File: config.mk
export PLATFORM = sky130hd
export DESIGN_NAME = lcdsrl_top
export DESIGN_NICKNAME = d
export VERILOG_FILES = /design/src/logic/lcdsrl_pkg.sv /design/src/logic/lcdsrl_bus_if.sv /design/src/logic/lcdsrl_byte_rx.sv /design/src/logic/lcdsrl_top.sv
export SDC_FILE = /design/constraint.sdc
export NUM_CORES = 1
export LEC_CHECK = 0
export ABC_AREA = 1
export BUFFER_PORTS_ARGS = -buffer_cell sky130_fd_sc_hd__buf_2
export CORE_ASPECT_RATIO = 0.7
export CORE_MARGIN = 2
export CORE_UTILIZATION = 30
export CTS_CLUSTER_SIZE = 14
export DETAILED_ROUTE_END_ITERATION = 7
export SYNTH_ARGS = -nofsm -noshare
export SYNTH_HDL_FRONTEND = slang
export SYNTH_SLANG_ARGS = --single-unit
File: constraint.sdc
create_clock -name SYS_CLK -period 2.2 [get_ports SYS_CLK]
set_clock_uncertainty 0.15 [all_clocks]
set_input_delay 0.44 -clock SYS_CLK [delete_from_list [all_inputs] [get_ports SYS_CLK]]
set_output_delay 0.44 -clock SYS_CLK [all_outputs]
set_load 0.02 [all_outputs]
File: src/logic/lcdsrl_pkg.sv
// lcdsrl_pkg: constants, field layout and state type of the LCD segment
// register loader.
// assumes: one 100 MHz clock, a two-wire bus whose pins are synchronous.
//
// Behaviour
// - subaddress bit 0 reads 0 with RC oscillator or pin low, 1 when high.
// - direct mode: shared pin is subaddress bit 2 only, pull-down gives 0.
// - duplex mode: shared pin drives backplane two except in cascade, select uses bits 1 and 0.
// - oscillator pin on a rail selects cascade, timing taken from backplanes.
// - nine writable bytes: one control register and eight segment bytes.
// - even segment bytes form bank A, odd segment bytes form bank B.
// - every addressed device stores the second byte as its control byte.
// - vector bits 5..3 against subaddress; mismatch ignores data, stays active.
// - vector bits 2..0 pick the segment byte that takes the next byte.
// - drive-mode bit 0 means direct drive, 1 means duplex drive.
// - direct mode shows even bank on bank bit 0, odd bank on 1.
// - vector increments after every loaded segment byte.
// - increment carries into device-select bits, loading crosses devices.
// - direct mode increments the vector by two, staying in one bank.
// - either bank loads fully or partly whatever bank is shown.
// - duplex mode increments the vector by one.
// - reset clears all segment bytes and the control register.
// - stop right after control byte leaves segment bytes unchanged.
// - during data only the matching device acknowledges each byte.

package lcdsrl_pkg;

  localparam int BYTE_W = 8;
  localparam int SEG_REGS = 8;
  localparam int BANK_BYTES = 4;
  localparam int DISP_W = 32;
  localparam int SBV_W = 6;
  // control register fields
  localparam int CTRL_MODE_BIT = 7;
  localparam int CTRL_BANK_BIT = 6;
  localparam int SBV_DEV_HI = 5;
  localparam int SBV_DEV_LO = 3;
  localparam int SBV_REG_HI = 2;
  localparam logic [7:0] CTRL_RESET = 8'h00;
  localparam logic [7:0] SEG_RESET = 8'h00;
  // vector steps per mode
  localparam logic [5:0] INC_DIRECT = 6'h02;
  localparam logic [5:0] INC_DUPLEX = 6'h01;
  // seven-bit bus address; value is an arbitrary default
  localparam logic [6:0] SLAVE_ADDR = 7'h3A;
  // bit counter marks
  localparam logic [3:0] BIT_LAST = 4'h7;
  localparam logic [3:0] BIT_ACK = 4'h8;
  // master-mode frame divider, cycles per frame tick
  localparam logic [15:0] FRAME_DIV = 16'h03E8;

  typedef enum logic [2:0] {
    ST_IDLE,
    ST_ADDR,
    ST_CTRL,
    ST_DATA,
    ST_SKIP
  } lcdsrl_state_e;

endpackage : lcdsrl_pkg

File: src/logic/lcdsrl_bus_if.sv
// lcdsrl_bus_if: byte events between the bus receiver and the register core.
// assumes: both ends on SYS_CLK; pulses last one cycle.
`timescale 1ns/1ps

interface lcdsrl_bus_if;
  logic start;       // start or repeated start seen
  logic stop;        // stop seen
  logic byte_stb;    // one byte received
  logic [7:0] byte_data;
  logic ack_ok;      // core wants this byte acknowledged

  modport rx (output start, stop, byte_stb, byte_data, input ack_ok);
  modport core (input start, stop, byte_stb, byte_data, output ack_ok);
endinterface : lcdsrl_bus_if

File: src/logic/lcdsrl_byte_rx.sv
// lcdsrl_byte_rx: receive-only two-wire bus bit engine with acknowledge.
// assumes: SCL and SDA are sampled as synchronous inputs, far slower
// than SYS_CLK, so the core answers ack_ok long before the next SCL fall.
`timescale 1ns/1ps

module lcdsrl_byte_rx (
  input wire logic clk,        // system clock
  input wire logic rst_n,      // async reset, active low
  input wire logic scl,        // bus clock level
  input wire logic sda,        // bus data level
  output logic sda_oe,         // pull SDA low
  lcdsrl_bus_if.rx bus         // byte events
);
  import lcdsrl_pkg::*;

  logic scl_q, sda_q;
  logic [3:0] bitcnt_q;
  logic [6:0] shift_q;
  logic stb_q, start_q, stop_q, ack_pend_q, oe_q;
  logic [7:0] data_q;

  // ----------------------------------------------------------------
  // edge and condition decode
  // ----------------------------------------------------------------
  wire scl_rise = scl & ~scl_q;
  wire scl_fall = ~scl & scl_q;
  wire start_c = scl & scl_q & sda_q & ~sda;
  wire stop_c = scl & scl_q & ~sda_q & sda;

  // previous pin levels
  always_ff @(posedge clk or negedge rst_n) begin
    if (!rst_n) begin
      scl_q <= 1'b1;
      sda_q <= 1'b1;
    end else begin
      scl_q <= scl;
      sda_q <= sda;
    end
  end

  // bit counter and shifter; ninth rise is the acknowledge slot
  always_ff @(posedge clk or negedge rst_n) begin
    if (!rst_n) begin
      bitcnt_q <= 4'h0;
      shift_q <= 7'h00;
      data_q <= 8'h00;
    end else if (start_c || stop_c) begin
      bitcnt_q <= 4'h0;
    end else if (scl_rise) begin
      bitcnt_q <= (bitcnt_q == BIT_ACK) ? 4'h0 : bitcnt_q + 4'h1;
      shift_q <= {shift_q[5:0], sda};
      if (bitcnt_q == BIT_LAST) data_q <= {shift_q, sda};
    end
  end

  // one-cycle event pulses
  always_ff @(posedge clk or negedge rst_n) begin
    if (!rst_n) begin
      stb_q <= 1'b0;
      start_q <= 1'b0;
      stop_q <= 1'b0;
    end else begin
      stb_q <= scl_rise && !start_c && !stop_c && (bitcnt_q == BIT_LAST);
      start_q <= start_c;
      stop_q <= stop_c;
    end
  end

  // acknowledge: pull low from the fall after bit 8 to the next fall
  always_ff @(posedge clk or negedge rst_n) begin
    if (!rst_n) begin
      ack_pend_q <= 1'b0;
      oe_q <= 1'b0;
    end else if (start_c || stop_c) begin
      ack_pend_q <= 1'b0;
      oe_q <= 1'b0;
    end else if (stb_q) begin
      ack_pend_q <= bus.ack_ok;
    end else if (scl_fall) begin
      oe_q <= ack_pend_q;
      ack_pend_q <= 1'b0;
    end
  end

  assign bus.start = start_q;
  assign bus.stop = stop_q;
  assign bus.byte_stb = stb_q;
  assign bus.byte_data = data_q;
  assign sda_oe = oe_q;
endmodule : lcdsrl_byte_rx

File: src/logic/lcdsrl_top.sv
// lcdsrl_top: control register, segment byte storage, device select and
// frame timing of a direct/duplex LCD segment driver loaded over the
// two-wire bus.
// assumes: pins synchronous to SYS_CLK; the pull-down on the shared
// subaddress-2 pin and the open-drain wires are resolved outside.
`timescale 1ns/1ps

module lcdsrl_top (
  input wire logic SYS_CLK,                      // 100 MHz clock
  input wire logic RST_N,                        // async reset, low
  input wire logic SCL,                          // bus clock
  input wire logic SDA_I,                        // bus data in
  output logic SDA_O,                            // bus data out, always 0
  output logic SDA_OE,                           // pull SDA low
  input wire logic SUBADDR0_OSC_PIN,             // shared pin level
  input wire logic OSC_RC_PRESENT,               // RC network on pin
  input wire logic SUBADDR_BIT1,                 // subaddress bit 1
  input wire logic SUBADDR2_BACKPLANE2_PIN_I,    // shared pin in
  output logic SUBADDR2_BACKPLANE2_PIN_O,        // backplane two out
  output logic SUBADDR2_BACKPLANE2_PIN_OE,       // backplane two drive
  input wire logic BACKPLANE_ONE_I,              // backplane one in
  output logic BACKPLANE_ONE_O,                  // backplane one out
  output logic BACKPLANE_ONE_OE,                 // backplane one drive
  output logic [lcdsrl_pkg::DISP_W-1:0] DISPLAY_PLANE_ONE, // bp1 data
  output logic [lcdsrl_pkg::DISP_W-1:0] DISPLAY_PLANE_TWO, // bp2 data
  output logic [lcdsrl_pkg::BYTE_W-1:0] DISPLAY_CONTROL,   // control
  output logic CASCADE_MODE,                     // timing from backplanes
  output logic FRAME_TICK                        // frame timing pulse
);
  import lcdsrl_pkg::*;

  lcdsrl_bus_if u_bus ();

  lcdsrl_state_e state_q, state_d;
  logic [7:0] ctrl_q, ctrl_d;
  logic [7:0] seg_q [0:SEG_REGS-1];
  logic [15:0] div_q;
  logic phase_q, bp1_q, tick_q, cascade_q, sda_o_q;
  logic bp1_o_q, bp1_oe_q, bp2_o_q, bp2_oe_q;
  logic [DISP_W-1:0] disp_one_q, disp_two_q;
  logic [2:0] chk_idx_q;

  // ----------------------------------------------------------------
  // bus receiver
  // ----------------------------------------------------------------
  lcdsrl_byte_rx u_rx (
    .clk(SYS_CLK),
    .rst_n(RST_N),
    .scl(SCL),
    .sda(SDA_I),
    .sda_oe(SDA_OE),
    .bus(u_bus.rx)
  );

  // step of the vector for the present mode
  function automatic logic [5:0] sbv_step(input logic duplex);
    sbv_step = duplex ? INC_DUPLEX : INC_DIRECT;
  endfunction : sbv_step

  // ----------------------------------------------------------------
  // control fields and subaddress
  // ----------------------------------------------------------------
  wire mode_duplex = ctrl_q[CTRL_MODE_BIT];
  wire bank_sel = ctrl_q[CTRL_BANK_BIT];
  wire [5:0] segment_byte_vector = ctrl_q[SBV_W-1:0];
  wire [2:0] dev_sel = segment_byte_vector[SBV_DEV_HI:SBV_DEV_LO];
  wire [2:0] reg_sel = segment_byte_vector[SBV_REG_HI:0];
  // RC network holds the pin at oscillator levels: reads as 0
  wire subaddr_bit0 = OSC_RC_PRESENT ? 1'b0 : SUBADDR0_OSC_PIN;
  wire subaddr_bit1 = SUBADDR_BIT1;
  // shared pin is an address input only in direct mode
  wire subaddr_bit2 = mode_duplex ? 1'b0 : SUBADDR2_BACKPLANE2_PIN_I;
  wire cascade = ~OSC_RC_PRESENT;

  // device select: duplex ignores the undefined bit 2
  wire sel_direct = dev_sel == {subaddr_bit2, subaddr_bit1, subaddr_bit0};
  wire sel_duplex = dev_sel[1:0] == {subaddr_bit1, subaddr_bit0};
  wire sel_match = mode_duplex ? sel_duplex : sel_direct;

  // ----------------------------------------------------------------
  // byte handling decode
  // ----------------------------------------------------------------
  wire stb = u_bus.byte_stb;
  wire [7:0] rx_byte = u_bus.byte_data;
  wire addr_hit = (rx_byte[7:1] == SLAVE_ADDR) && !rx_byte[0];
  wire in_addr = state_q == ST_ADDR;
  wire in_ctrl = state_q == ST_CTRL;
  wire in_data = state_q == ST_DATA;
  // all addressed devices take the control byte
  wire ctrl_load = stb && in_ctrl;
  // every device steps the vector so copies stay identical
  wire sbv_adv = stb && in_data;
  // only the selected device stores, bank is never checked
  wire seg_wr = sbv_adv && sel_match;
  wire [5:0] sbv_next = segment_byte_vector + sbv_step(mode_duplex);

  // acknowledge decision for the byte now on the interface
  assign u_bus.ack_ok = (in_addr && addr_hit) || in_ctrl ||
                        (in_data && sel_match);

  // next control value
  always_comb begin
    ctrl_d = ctrl_q;
    if (ctrl_load) begin
      ctrl_d = rx_byte;
    end else if (sbv_adv) begin
      ctrl_d = {ctrl_q[7:6], sbv_next};
    end
  end

  // transfer sequence: address, control byte, data bytes
  always_comb begin
    state_d = state_q;
    if (u_bus.start) begin
      state_d = ST_ADDR;
    end else if (u_bus.stop) begin
      state_d = ST_IDLE;
    end else if (stb) begin
      case (state_q)
        ST_ADDR: state_d = addr_hit ? ST_CTRL : ST_SKIP;
        ST_CTRL: state_d = ST_DATA;
        ST_DATA: state_d = ST_DATA;
        ST_SKIP: state_d = ST_SKIP;
        ST_IDLE: state_d = ST_IDLE;
        default: state_d = ST_IDLE;
      endcase
    end
  end

  // ----------------------------------------------------------------
  // registers
  // ----------------------------------------------------------------
  // state and control register, cleared at power-on
  always_ff @(posedge SYS_CLK or negedge RST_N) begin
    if (!RST_N) begin
      state_q <= ST_IDLE;
      ctrl_q <= CTRL_RESET;
    end else begin
      state_q <= state_d;
      ctrl_q <= ctrl_d;
    end
  end

  // eight segment bytes, even bank A, odd bank B
  always_ff @(posedge SYS_CLK or negedge RST_N) begin
    if (!RST_N) begin
      for (int i = 0; i < SEG_REGS; i++) begin
        seg_q[i] <= SEG_RESET;
      end
    end else if (seg_wr) begin
      seg_q[reg_sel] <= rx_byte;
    end
  end

  // index of the last written byte, read by checks only
  always_ff @(posedge SYS_CLK or negedge RST_N) begin
    if (!RST_N) begin
      chk_idx_q <= 3'h0;
    end else if (seg_wr) begin
      chk_idx_q <= reg_sel;
    end
  end

  // ----------------------------------------------------------------
  // frame timing: own divider, or backplane one in cascade
  // ----------------------------------------------------------------
  wire bp1_rise = BACKPLANE_ONE_I & ~bp1_q;
  wire div_done = div_q == (FRAME_DIV - 16'h0001);
  wire tick = cascade ? bp1_rise : div_done;

  // divider, edge history and frame phase
  always_ff @(posedge SYS_CLK or negedge RST_N) begin
    if (!RST_N) begin
      div_q <= 16'h0000;
      bp1_q <= 1'b0;
      tick_q <= 1'b0;
      phase_q <= 1'b0;
      cascade_q <= 1'b0;
    end else begin
      div_q <= (div_done || cascade) ? 16'h0000 : div_q + 16'h0001;
      bp1_q <= BACKPLANE_ONE_I;
      tick_q <= tick;
      cascade_q <= cascade;
      if (tick) phase_q <= ~phase_q;
    end
  end

  // backplane pins: one driven in master mode, two only in master duplex; both released in cascade
  always_ff @(posedge SYS_CLK or negedge RST_N) begin
    if (!RST_N) begin
      bp1_o_q <= 1'b0;
      bp1_oe_q <= 1'b0;
      bp2_o_q <= 1'b0;
      bp2_oe_q <= 1'b0;
      sda_o_q <= 1'b0;
    end else begin
      bp1_o_q <= phase_q;
      bp1_oe_q <= ~cascade;
      bp2_o_q <= ~phase_q;
      bp2_oe_q <= mode_duplex & ~cascade;
      sda_o_q <= 1'b0;
    end
  end

  // ----------------------------------------------------------------
  // display data per backplane
  // ----------------------------------------------------------------
  logic [DISP_W-1:0] disp_one_d, disp_two_d;
  for (genvar g = 0; g < BANK_BYTES; g++) begin : g_disp
    wire [7:0] even_b = seg_q[2*g];
    wire [7:0] odd_b = seg_q[2*g+1];
    // direct: chosen bank on plane one; duplex: even one, odd two
    assign disp_one_d[BYTE_W*g +: BYTE_W] =
      (!mode_duplex && bank_sel) ? odd_b : even_b;
    assign disp_two_d[BYTE_W*g +: BYTE_W] = mode_duplex ? odd_b : 8'h00;
  end

  // registered display and status outputs
  always_ff @(posedge SYS_CLK or negedge RST_N) begin
    if (!RST_N) begin
      disp_one_q <= '0;
      disp_two_q <= '0;
    end else begin
      disp_one_q <= disp_one_d;
      disp_two_q <= disp_two_d;
    end
  end

  assign DISPLAY_PLANE_ONE = disp_one_q;
  assign DISPLAY_PLANE_TWO = disp_two_q;
  assign DISPLAY_CONTROL = ctrl_q;
  assign CASCADE_MODE = cascade_q;
  assign FRAME_TICK = tick_q;
  assign BACKPLANE_ONE_O = bp1_o_q;
  assign BACKPLANE_ONE_OE = bp1_oe_q;
  assign SUBADDR2_BACKPLANE2_PIN_O = bp2_o_q;
  assign SUBADDR2_BACKPLANE2_PIN_OE = bp2_oe_q;
  assign SDA_O = sda_o_q;

  // ----------------------------------------------------------------
  // checks
  // ----------------------------------------------------------------
  wire [63:0] seg_all = {seg_q[7], seg_q[6], seg_q[5], seg_q[4],
                         seg_q[3], seg_q[2], seg_q[1], seg_q[0]};
endmodule : lcdsrl_top
==> run_results.csv <==
group,metric,value,unit
power,clock_power_share,42.6,%
finish,fillers,2542,
logic_synthesis,synth_fp_nets,837,
global_routing,grt.total_usage,14.0,%
floorplanning,die_h,139,um
routing,drt_iter0_markers,416,
critical_path,start_kind,"input port",
critical_path,worstPathMaxFanout,12,
logic_synthesis,ys_top_cells_by_area,"dfrtp_1, nand2_1, nand3_1, mux2_2, inv_1",
flow_run,maxCapViolations,0,
timing,setup_violations,0,
clock_network,clkTransAtPathRegs,0.07,ns
logic_synthesis,synth_top_area_share,60.3,%
clock_network,cts.sink_count,189,
power,power.share.switching,25.0,%
power,internal_power,0.00562,W
routing,drc,0,
finish,layout-drive-gt1-share,20.8,%
finish,diodes,0,
floorplanning,fp.dieW,196,um
finish,final_common_cell,"nand2_1",
clock_network,cts_tree,"yes",
clock_network,numCtsBuffers,17,
clock_network,cts_buffer_depth,2,
timing,max_freq,485,MHz
critical_path,worstSetupEndpointType,"flip-flop",
floorplanning,rows,49,
finish,syn2layout_area_growth,22.2,%
clock_network,clock-root-buffer,"clkbuf_16",
power,power_density,790,mW/mm^2
floorplanning,initial_core_util,30.4,%
finish,final_cell_mix,"nand2_1, dfrtp_1, nand3_1",
logic_synthesis,yosysTopAreaCell,"dfrtp_1",
routing,viasPerCell,4.45,
finish,nets,952,
placed_design,port_buffers,87,
finish,fin_cells,1280,
timing,slew_viol_final,0,
routing,routed_wl,18200,um
timing,post-route-min-period,2.06,ns
floorplanning,design.core.area,0.0256,mm^2
routing,routedWlPerCell,14.2,um
placed_design,dp_hpwl,12400,um
timing,slew_headroom,66.2,%
logic_synthesis,yosysUniqueCellTypes,32,
critical_path,critical_path_class,"in -> reg",
power,peakVddDrop,423,uV
logic_synthesis,syn_avg_cell_area,9.45,um^2
routing,drtPass1Iterations,5,
routing,postRouteAntennaNets,0,
worst_hold_path,min_path_type,"reg -> reg",
timing,rsz0062_at_grt,"false",
logic_synthesis,synthCells,822,
global_routing,grt_pass1_vias,5709,
timing,tightest_slew,0.508,ns
logic_synthesis,syn-cell-area,0.00777,mm^2
power,pwr-share-seq,50.6,%
floorplanning,io_pins,89,
timing,fin_tns_setup,0,ns
placed_design,place.gp.congestion,0.800,
power,comb_power_share,6.8,%
timing,final_hold_viol_count,0,
routing,vias,5697,
global_routing,grt_max_degree,58,
logic_synthesis,seq_area_frac_synth,60.9,%
global_routing,antenna_found_initial,0,
placed_design,placedCellCount,1240,
critical_path,required,2.36,ns
logic_synthesis,ys.warnings.count,0,
global_routing,grt_pass1_wl,30100,um
critical_path,arrival,2.23,ns
clock_network,clk_latency,0.43,ns
power,leakage,5.40,nW
status,run_status,"completed",
clock_network,htreeDepth,4,
logic_synthesis,ys_ff_latch,189,
timing,final.period_utilization,93.7,%
power,p_switching,0.00188,W
global_routing,gr-total-overflow,0,
floorplanning,die_area,0.0272,mm^2
power groups by stage:
stage                     clock [W]  sequential (W)  combinational (W)
after floorplan                   0         0.00375           0.000317
after global placement            0         0.00386           0.000497
after detailed placement          0         0.00386           0.000506
after CTS                   0.00328         0.00379           0.000518
after global routing        0.00344         0.00381           0.000585
final                       0.00319         0.00380           0.000512
per-stage QoR:
step | instance area, um^2 | hold slack (ns) | utilization, % | setup slack [ns] | power [W]
6_report | 9490 | 0.283 | 37.1 | 0.139 | 0.00750
5_1_grt | 9490 | 0.296 | 37.1 | 0.00234 | 0.00783
4_1_cts | 9430 | 0.282 | 36.9 | 0.0663 | 0.00759
3_5_place_dp | 8760 | 0.265 | 34.3 | 0.180 | 0.00436
3_3_place_gp | 8760 | 0.267 | 34.3 | 0.211 | 0.00436
2_1_floorplan | 7770 | -0.00559 | - | 0.414 | 0.00407
flip-flops by register name, summed over array words and instances (netlist names), 3 cells and up:
signal              cells
g_disp.odd_b           32
DISPLAY_PLANE_TWO      32
DISPLAY_CONTROL         8
DISPLAY_PLANE_ONE      32
state_q                 3
u_rx.bitcnt_q           4
g_disp.even_b          32
u_rx.bus.byte_data      8
u_rx.shift_q            7
div_q                  16
what timing repair did:
| action | CTS | global route |
|---|---|---|
| buffers inserted | 0 | 2 |
| endpoints found under the setup margin | 0 | 36 |
| gates resized for setup | 0 | 1 |
| hold buffers | 5 | 0 |
| endpoints found under the hold margin | 58 | 0 |
layout make-up:
cell class / instances / area [um^2] / area share (%)
flip-flops and latches: 189 / 4730 / 49.8
multi-input cells: 514 / 2560 / 27.0
repair buffers: 124 / 832 / 8.76
clock buffers: 19 / 453 / 4.77
well taps: 331 / 414 / 4.36
inverters: 91 / 342 / 3.60
clock inverters: 12 / 159 / 1.67
layer usage:
layer	up-vias	global-route usage, %	part of all wire (%)
met3	12	3.72	5.3
met4	0	3.47	0.88
met5	-	0	0
met2	127	19.6	42
li1	2829	-	-
met1	2729	21.4	52
worst max-delay path: stages:
cell and delay (ns):
dlygate4sd3_1 0.53, buf_2 0.14, inv_1 0.11, nand2_1 0.06
nand2_1 0.07, nand3_1 0.13, nor2_4 0.15, buf_12 0.17
buf_4 0.17, nand2_4 0.09, nand2_1 0.08, nand2_1 0.06
logic make-up (layout without fill, tap and decap cells):
kind of cell	after synthesis	count (layout)	share of synthesized area, %
xor+xnor	11	11	1.24
simple gates	424	424	23.2
fa+ha+maj	6	6	1.06
other cells	1	1	0.0483
compound gates	40	40	2.77
buf+inv	119	246	6.11
mux	32	32	4.64
flops	189	189	60.9
synth_stat cells (all sizes together):
library cell / count
a21oi: 8
a31oi: 2
buf: 15
clkbuf: 13
clkinv: 1
conb: 1
dfrtp: 187
dfstp: 2
fa: 1
ha: 5
inv: 90
mux2: 32
nand2: 261
nand3: 92
nand4: 7
nor2: 54
nor3: 10
o211ai: 1
o21ai: 24
o21bai: 1
o221ai: 1
o22ai: 3
xnor2: 2
xor2: 9
worst paths after layout:
kind	start	endpoint	slack [ns]	cells past startpoint
max in group asynchronous	RST_N	DISPLAY_PLANE_TWO[29]$_DFF_PN0_	0.81	3
hold reg to reg	phase_q$_DFFE_PN0P_	BACKPLANE_ONE_O$_DFF_PN0_	0.28	0
min in group asynchronous	RST_N	BACKPLANE_ONE_O$_DFF_PN0_	0.42	2
setup / recovery	OSC_RC_PRESENT	g_disp[1].odd_b[2]$_DFFE_PN0P_	0.14	12
hold / removal	phase_q$_DFFE_PN0P_	BACKPLANE_ONE_O$_DFF_PN0_	0.28	0
setup reg to reg	state_q[2]$_DFFE_PN0P_	g_disp[1].odd_b[2]$_DFFE_PN0P_	0.29	10
No activity file was read; power rests on OpenSTA's default activity.
